## config.mk

```make
export PLATFORM = sky130hd
export DESIGN_NAME = nand_host
export DESIGN_NICKNAME = d
export VERILOG_FILES = /design/src/rtl/nand_host_pkg.sv /design/src/rtl/nand_host.sv
export SDC_FILE = /design/constraint.sdc
export NUM_CORES = 1
export LEC_CHECK = 0
export ABC_AREA = 1
export BUFFER_PORTS_ARGS = -buffer_cell sky130_fd_sc_hd__buf_2
export CORE_MARGIN = 2
export CORE_UTILIZATION = 54
export CTS_CLUSTER_DIAMETER = 150
export CTS_CLUSTER_SIZE = 28
export DETAILED_ROUTE_END_ITERATION = 7
export PLACE_DENSITY = 0.9
export SLEW_MARGIN = 20
export SYNTH_ARGS = -nofsm -noshare
export SYNTH_HDL_FRONTEND = slang
export SYNTH_SLANG_ARGS = --single-unit
```

## constraint.sdc

```tcl
create_clock -name CLK_I -period 2.1 [get_ports CLK_I]
set_clock_uncertainty 0.1 [all_clocks]
set_input_delay 0.315 -clock CLK_I [delete_from_list [all_inputs] [get_ports CLK_I]]
set_output_delay 0.315 -clock CLK_I [all_outputs]
set_load 0.05 [all_outputs]
```

## src/rtl/nand_host_pkg.sv

```systemverilog
// constants and types for the nand status/id/reset host controller
// Operation
// - status mode persists; host reissues read command before data reads
// - bits 2..4 read zero; host masks unused status bits
// - identify: command then one zero address, then four id reads
// - host waits recovery time after power-up before any command
// - host holds write protect low during power transitions
package nand_host_pkg;
   localparam logic [7:0]  CMD_STATUS    = 8'h70;
   localparam logic [7:0]  CMD_ID        = 8'h90;
   localparam logic [7:0]  CMD_RESET     = 8'hff;
   localparam logic [7:0]  CMD_READ      = 8'h00;
   localparam logic [7:0]  ID_ADDR       = 8'h00;
   localparam logic [7:0]  STATUS_RESET  = 8'hc0;
   localparam logic [7:0]  STATUS_USED   = 8'he3;
   localparam int          ID_BYTES      = 4;
   localparam int          CLK_MHZ       = 25;
   localparam int          RECOVERY_US   = 10;
   localparam int          RECOVERY_CYC  = RECOVERY_US * CLK_MHZ;
   localparam int          PULSE_CYC     = 2;
   // host register map
   localparam logic [3:0]  REG_CTRL      = 4'h0;
   localparam logic [3:0]  REG_STAT      = 4'h1;
   localparam logic [3:0]  REG_ID0       = 4'h2;
   localparam logic [3:0]  REG_NSTAT     = 4'h3;
   localparam int          CTRL_STATUS   = 0;
   localparam int          CTRL_ID       = 1;
   localparam int          CTRL_RESET    = 2;
   localparam int          CTRL_WP       = 3;
   localparam int          CTRL_READ     = 4;
   typedef enum logic [3:0] {
      ST_RECOVER, ST_IDLE, ST_CMD, ST_ADDR, ST_RD, ST_RDGAP, ST_WAITBSY, ST_WAITRDY
   } state_t;
   typedef enum logic [1:0] {OP_STATUS, OP_ID, OP_RESET, OP_READ} op_t;
endpackage

```

## src/rtl/nand_host.sv

```systemverilog
// host controller issuing status, id and reset sequences to a nand flash
//
// The implementer's own choices: the register addresses and the address-and-strobe port.
`timescale 1ns/10ps
module nand_host #(
   parameter int RECOVERY = nand_host_pkg::RECOVERY_CYC
) (
   input  wire logic                      CLK_I,
   input  wire logic                      RST_I,
   input  wire logic                      CE_I,
   input  wire logic [3:0]                ADDR_I,
   input  wire logic [31:0]               WDATA_I,
   input  wire logic                      WR_I,
   input  wire logic                      RD_I,
   output logic      [31:0]               RDATA_O,
   input  wire logic [7:0]                IO_I,
   output logic      [7:0]                IO_O,
   output logic                           IO_OE_O,
   output logic                           CHIP_SEL_N_O,
   output logic                           CMD_LATCH_O,
   output logic                           ADDR_LATCH_O,
   output logic                           WRITE_STROBE_N_O,
   output logic                           READ_STROBE_N_O,
   output logic                           WRITE_PROT_N_O,
   input  wire logic                      READY_BUSY_I
);
   import nand_host_pkg::*;

   state_t      state_reg, state_next;
   op_t         op_reg;
   logic [15:0] cnt_reg;
   logic [1:0]  idx_reg;
   logic [7:0]  stat_reg;
   logic [31:0] id_reg;
   logic        busy_reg;
   logic        wp_reg;
   logic [7:0]  cmd_byte;
   logic [31:0] rdata_next;
   op_t         op_new;
   op_t         op_cur;

   wire start  = WR_I && ADDR_I == REG_CTRL && state_reg == ST_IDLE;
   wire ctl_wp = WR_I && ADDR_I == REG_CTRL;
   wire pulse_done = cnt_reg == 16'(PULSE_CYC - 1);
   wire stat_sel = ADDR_I == REG_STAT;
   wire id_sel   = ADDR_I == REG_ID0;
   wire nst_sel  = ADDR_I == REG_NSTAT;
   wire ctl_sel  = ADDR_I == REG_CTRL;
   wire latch_entry = (state_next == ST_CMD || state_next == ST_ADDR) && state_next != state_reg;

   // decoded at the start edge so the very first byte on the bus is already the new command
   assign op_new = WDATA_I[CTRL_RESET]  ? OP_RESET  :
                   WDATA_I[CTRL_ID]     ? OP_ID     :
                   WDATA_I[CTRL_STATUS] ? OP_STATUS : OP_READ;
   assign op_cur = start ? op_new : op_reg;

   always_comb begin
      case (op_cur)
         OP_STATUS: cmd_byte = CMD_STATUS;
         OP_ID:     cmd_byte = CMD_ID;
         OP_RESET:  cmd_byte = CMD_RESET;
         default:   cmd_byte = CMD_READ;
      endcase
   end

   // masked status so unused bits never reach software
   wire [7:0] stat_masked = stat_reg & STATUS_USED;

   always_comb begin
      if (ctl_sel) begin
         rdata_next = {28'h0000000, 1'b0, busy_reg, wp_reg, state_reg == ST_IDLE};
      end else if (stat_sel) begin
         rdata_next = {24'h000000, stat_masked};
      end else if (id_sel) begin
         rdata_next = id_reg;
      end else if (nst_sel) begin
         rdata_next = {29'h0, READY_BUSY_I, 1'b0, stat_masked[6]};
      end else begin
         rdata_next = 32'h00000000;
      end
   end

   always_comb begin
      state_next = state_reg;
      case (state_reg)
         ST_RECOVER: if (cnt_reg == 16'(RECOVERY - 1)) state_next = ST_IDLE;
         ST_IDLE:    if (start) state_next = ST_CMD;
         ST_CMD:     if (pulse_done) begin
            if (op_reg == OP_ID) state_next = ST_ADDR;
            else if (op_reg == OP_STATUS) state_next = ST_RD;
            else state_next = ST_WAITBSY;
         end
         ST_ADDR:    if (pulse_done) state_next = ST_RD;
         ST_RD:      if (pulse_done) state_next = ST_RDGAP;
         ST_RDGAP:   if (pulse_done) begin
            if (op_reg == OP_ID && idx_reg != 2'(ID_BYTES - 1)) state_next = ST_RD;
            else state_next = ST_IDLE;
         end
         ST_WAITBSY: if (pulse_done) state_next = ST_WAITRDY;
         ST_WAITRDY: if (READY_BUSY_I) state_next = ST_IDLE;
         default:    state_next = ST_IDLE;
      endcase
   end

   always_ff @(posedge CLK_I) begin
      if (RST_I) begin
         state_reg <= ST_RECOVER;
         op_reg    <= OP_STATUS;
         cnt_reg   <= 16'h0000;
         idx_reg   <= 2'h0;
         stat_reg  <= STATUS_RESET;
         id_reg    <= 32'h00000000;
         busy_reg  <= 1'b0;
         wp_reg    <= 1'b0;
         RDATA_O   <= 32'h00000000;
      end else if (CE_I) begin
         state_reg <= state_next;
         RDATA_O   <= RD_I ? rdata_next : 32'h00000000;
         // write protect held low until software releases it
         if (ctl_wp) wp_reg <= WDATA_I[CTRL_WP];
         cnt_reg <= (state_next != state_reg) ? 16'h0000 : cnt_reg + 16'h0001;
         if (start) begin
            busy_reg <= 1'b1;
            idx_reg  <= 2'h0;
            op_reg   <= op_new;
         end
         if (state_reg == ST_RD && pulse_done) begin
            if (op_reg == OP_STATUS) stat_reg <= IO_I;
            else id_reg <= {IO_I, id_reg[31:8]};
         end
         if (state_reg == ST_RDGAP && pulse_done) idx_reg <= idx_reg + 2'h1;
         if (state_next == ST_IDLE) busy_reg <= 1'b0;
      end
   end

   // pins come from flops so no glitches reach the flash
   always_ff @(posedge CLK_I) begin
      if (RST_I) begin
         IO_O             <= 8'h00;
         IO_OE_O          <= 1'b0;
         CHIP_SEL_N_O     <= 1'b1;
         CMD_LATCH_O      <= 1'b0;
         ADDR_LATCH_O     <= 1'b0;
         WRITE_STROBE_N_O <= 1'b1;
         READ_STROBE_N_O  <= 1'b1;
         WRITE_PROT_N_O   <= 1'b0;
      end else if (CE_I) begin
         WRITE_PROT_N_O   <= wp_reg;
         CHIP_SEL_N_O     <= state_next == ST_IDLE || state_next == ST_RECOVER || state_next == ST_WAITRDY;
         CMD_LATCH_O      <= state_next == ST_CMD;
         ADDR_LATCH_O     <= state_next == ST_ADDR;
         IO_OE_O          <= state_next == ST_CMD || state_next == ST_ADDR;
         IO_O             <= state_next == ST_ADDR ? ID_ADDR : cmd_byte;
         // low for the first cycle only: the rise in the second cycle latches steady data
         WRITE_STROBE_N_O <= !latch_entry;
         READ_STROBE_N_O  <= state_next != ST_RD;
      end
   end
endmodule

```

# Word level (Yosys, flattened, before mapping)
# Cells that the tools add are included.
[classes] addsub=2 multipliers=0 div=0 order_cmp=0 eq_ne=22 shifts=0 mux=28 n_bitwise=1 reduce_logical=22
[ops] op="$mux 32" count=4
[ops] op="$mux 4" count=8
[ops] op="$pmux 4 s8" count=1
[ops] op="$eq 4x2->1 const B" count=6
[ops] op="$pmux 8 s3" count=1
[ops] op="$eq 4x3->1 const B" count=5
[ops] op="$add 16x1->16 const B" count=1
[ops] op="$eq 16x1->1 const B" count=1
[ops] op="$eq 16x8->1 const B" count=1
[ops] op="$mux 16" count=1
[ops] op="$mux 2" count=7
[ops] op="$eq 4x1->1 const B" count=3
[ops] op="$logic_not 4->1" count=3
[ops] op="$mux 3" count=3
[ops] op="$mux 8" count=1
[ops] op="$logic_and 1x1->1" count=6
[ops] op="$reduce_and 2->1" count=3
[ops] op="$reduce_and 3->1" count=2
[ops] op="$eq 2x1->1 const B" count=2
[ops] op="$logic_not 2->1" count=2
[ops] op="$ne 4x3->1 const B" count=1
[ops] op="$ne 4x4->1" count=1
[ops] op="$reduce_bool 2->1" count=2
[ops] op="$logic_or 1x1->1" count=3
[ops] op="6 further kinds" count=7
[word_totals] regBits=113 latch_bits=0 ramBits=0 romBits=0 output_inout_bits=47 word_cells=92 n_memories=0

# Depth between registers and ports, before layout
[depth] depth_word=9 mapped_depth=14 ltp_nobuf=13

# Worst setup path before layout
# Ideal clock, no wire load.
[synth_timing] path_type="flip-flop to flip-flop" startpoint="register cnt_reg[0]" endpoint="register cnt_reg[10]" t_arrival_ps=1636 slack_ps=227 stages_incl_launch_ff=12 synth_period_minus_slack_ps=1873 cell_sequence="dfxtp_1 > ha_1 > nand2_1 > nor2_4 > nand2_2 > o21ai_1 > nand3_1 > a21oi_1 > nor2_2 > nand3_4 > buf_12 > a21oi_2"
[synth_between] elab_chain_cells=5 word_cells_on_any_way=12 classes_between="add/sub (1); eq/ne (3); mux (8)"
[synth_rtl] element="start: declaration" line="nand_host.sv:31" source="logic [15:0] cnt_reg;"
[synth_rtl] element="start signal: assignment" line="nand_host.sv:121" source="cnt_reg <= (state_next != state_reg) ? 16'h0000 : cnt_reg + 16'h0001;"
[synth_rtl] element="$eq 16x1->1 / $eq 16x8->1 (equally long branches)" line="nand_host.sv:44, nand_host.sv:86"
[synth_rtl] element="$mux 4 (tied with other cells)" line="nand_host.sv:99" source="ST_WAITBSY: if (pulse_done) state_next = ST_WAITRDY;"
[synth_rtl] element="$pmux 4 s8" line="nand_host.sv:85" source="case (state_reg)"
[synth_rtl] element="$ne 4x4->1" line="nand_host.sv:121"
[synth_rtl] element="$mux 16 *" line="nand_host.sv:121"
# Mark *: on every way between the ends. The rest lies on a longest branch, timed or not.
# A chain may end at the register's enable or synchronous reset.

# Final worst setup path
[layout_timing] startpoint="register cnt_reg[10]" endpoint="register cnt_reg[13]"
# The elaborated chain is that of the path after synthesis.

==> flow_summary.ini <==
[layout]
final_cells = 826
nFillCells = 698
multi_input_area_sq_um = 2280
synthToLayoutAreaGrowth_pct = 20.4
layout_common_cells = nand2_1 (119), nor2_1 (108), dfxtp_1 (105), o21ai_0 (76), buf_2 (68)
final_common_cell = nand2_1
n_antenna_cell = 0
seqCellArea_sq_um = 2120
layout.nets = 773
drive_gt1_frac = 0.255

[setup_path]
cp.required_ps = 2320
cp.buffers_inverters = 1
cp_common_cell = nand2_2
cp.arrival_ps = 2260
cp_max_fo = 8
crit_slowest_cell = dfxtp_1
cpPeakStageDelay_ps = 360
reg2regPathDepth = 12
endpoint_kind = register
crit_chain = nor2_1 > nand2_2 > nor2_4 > buf_6 > nand3_1 > nand2_1 > nand2_2 > nand2_2 > nand4_1 > nand2_4 > nand3_4 > a21oi_2
start_kind = register
path_delay_family = simple AND/OR/NAND/NOR gates
cp.depth = 12
ff2ff_setup_slack_ps = 50
criticalPathCategory = reg -> reg

[timing]
period_share = 0.975
slew_viol_final = 0
relSlewSlack = 0.613
fin_ws_ps = 51.6
max_freq_mhz = 488
fin_crit_ps = 2050
hold_ws_ps = 67.4
worst_pin_slew_ps = 581
setup_violations = 0
hold_viol = 0

[yosys]
synth_fp_nets = 684
synthArstFlopShare = 0
syn_inst = 627
syn_avg_cell_area_sq_um = 7.38
yosysWarningCount = 0
yosysSeqAreaShare = 0.459
yosysTopAreaCell = dfxtp_1
synth_edf_count = 0
ys.flop_type = dfxtp_1
synthSimpleGateAreaFrac = 0.269
synth.cell_area_sq_um = 4620
ys_types = 42
synth_area_leaders = dfxtp_1 (46%), nand2_1 (10%), nor2_1 (9.3%)
synth-seq-cells = 106
muxShareOfSynthArea = 0
synth-xor-area-share = 0.0170
synth_compound_area_frac = 0.160
synth-adder-area-share = 0.0189
synth_top_area_share = 0.459
synth_top_family_by_area = simple AND/OR/NAND/NOR gates

[place]
numPlacedInstances = 805
io_buffers = 68
dp_hpwl_microns = 8120
pre_cts_slack_ps = -48.0
gp_congestion = 0.870

[clock_tree]
tritoncts = yes
cts_root_buffer = clkbuf_8
cts_buffer_depth = 2
clkTransAtPathRegs_ps = 110
cts_made_buffers = 9
clock_latency_ps = 380
cts_sinks = 106
htree_levels = 3

[global_route]
grt_max_degree = 70
grt_pass1_wl_microns = 17700
grtUsageTotal = 0.245
grt.overflow.total = 0
antenna_found_initial = 0
grt_pass1_vias = 3835

[detailed_routing]
vias_per_cell = 5.36
vias = 4426
drt-wirelength-per-cell_microns = 14.1
drtIter0Drc = 328
antenna_left = 0
dr.pass1.iters = 5
finalWirelength_microns = 11600
route.detailed.drc = 0

[power]
leakage_nw = 2.53
power_density_nw_per_um2 = 669
vdd_ir_drop_max_mv = 0.428

[floorplan]
coreArea_sq_um = 8260
dieArea_sq_um = 9320
rows = 33
fp.dieH_microns = 96.5
initial_utilization = 0.560
io_pins = 97
die_w_microns = 96.5

[min_path]
hold_path.class = in -> reg
hold_depth = 3

[run]
maxCapViolations = 0

[status]
outcome = finished, final reports clean
stage by stage:
stage	power [W]	TNS [ps]	util	area (sq um)
finish	0.00373	0	0.674	5570
global route	0.00386	-891	0.674	5570
CTS	0.00366	-114	0.654	5400
detailed placement	0.00249	-169	0.631	5210
global placement	0.00248	0	0.631	5210
floorplan	0.00236	0	-	4620
cell families (layout without fill, tap and decap cells):
group                    count (synthesis)  after routing
AND/OR/NAND/NOR                        293            294
XOR/XNOR                                 9              9
AO/OA/AOI/OAI                          130            130
flip-flops                             106            106
buffers and inverters                   82            175
adder cells (fa/ha/maj)                  7              7
layout make-up:
| cell class | instances | area share |
|---|---|---|
| Timing Repair Buffer | 107 | 0.117 |
| Tap cell | 105 | 0.0236 |
| Inverter | 52 | 0.0355 |
| Sequential cell | 106 | 0.381 |
| Multi-Input combinational cell | 440 | 0.410 |
| Clock inverter | 7 | 0.0106 |
| Clock buffer | 9 | 0.0222 |
worst reg2reg max path, stage by stage, from the launching register on:
cell and delay (ps):
dfxtp_1 360, nor2_1 150, nand2_2 100, nor2_4 230
buf_6 140, nand3_1 60, nand2_1 80, nand2_2 60
nand2_2 60, nand4_1 130, nand2_4 140, nand3_4 180
a21oi_2 200
layer usage:
layer | routed length [microns] | global-route usage | share of wire | vias up
li1 | - | - | - | 2196
met1 | 5360 | 0.350 | 0.46 | 2039
met2 | 5170 | 0.373 | 0.44 | 173
met4 | 207 | 0.0822 | 0.018 | 0
met3 | 907 | 0.0450 | 0.078 | 18
met5 | 0 | 0 | 0 | -
where the power goes:
part | leakage (nW) | switching [W] | total, W | internal, W
combinational | 1.58 | 0.000308 | 0.000471 | 0.000163
sequential | 0.856 | 0.0000183 | 0.00205 | 0.00203
clock | 0.0925 | 0.000751 | 0.00120 | 0.000453
cell usage after synthesis (5+ instances only):
library cell,n
nand3_1,23
a21oi_1,24
nand2_1,124
o21ai_0,78
xor2_1,7
nand4_1,8
buf_4,5
clkbuf_1,16
inv_1,47
dfxtp_1,106
buf_2,5
ha_1,7
nor2_1,115
nor2_2,6
a21oi_2,10
nand2_2,5
what timing repair did:
action	4_1_cts	5_1_grt
pin swaps	2	9
hold buffers	0	0
endpoints found under the hold margin	0	0
setup buffers	0	4
gates resized for setup	3	38
setup endpoints to repair	17	52
gates cloned	0	1
path summary, 6_finish.rpt:
check,endpoint,start
worst max register to register,cnt_reg[13],cnt_reg[10]
worst min register to register,ADDR_LATCH_O,ADDR_LATCH_O
worst max-delay path,cnt_reg[13],cnt_reg[10]
worst min-delay path,id_reg[28],IO_I[4]
Power figures use the tool's default switching activity.
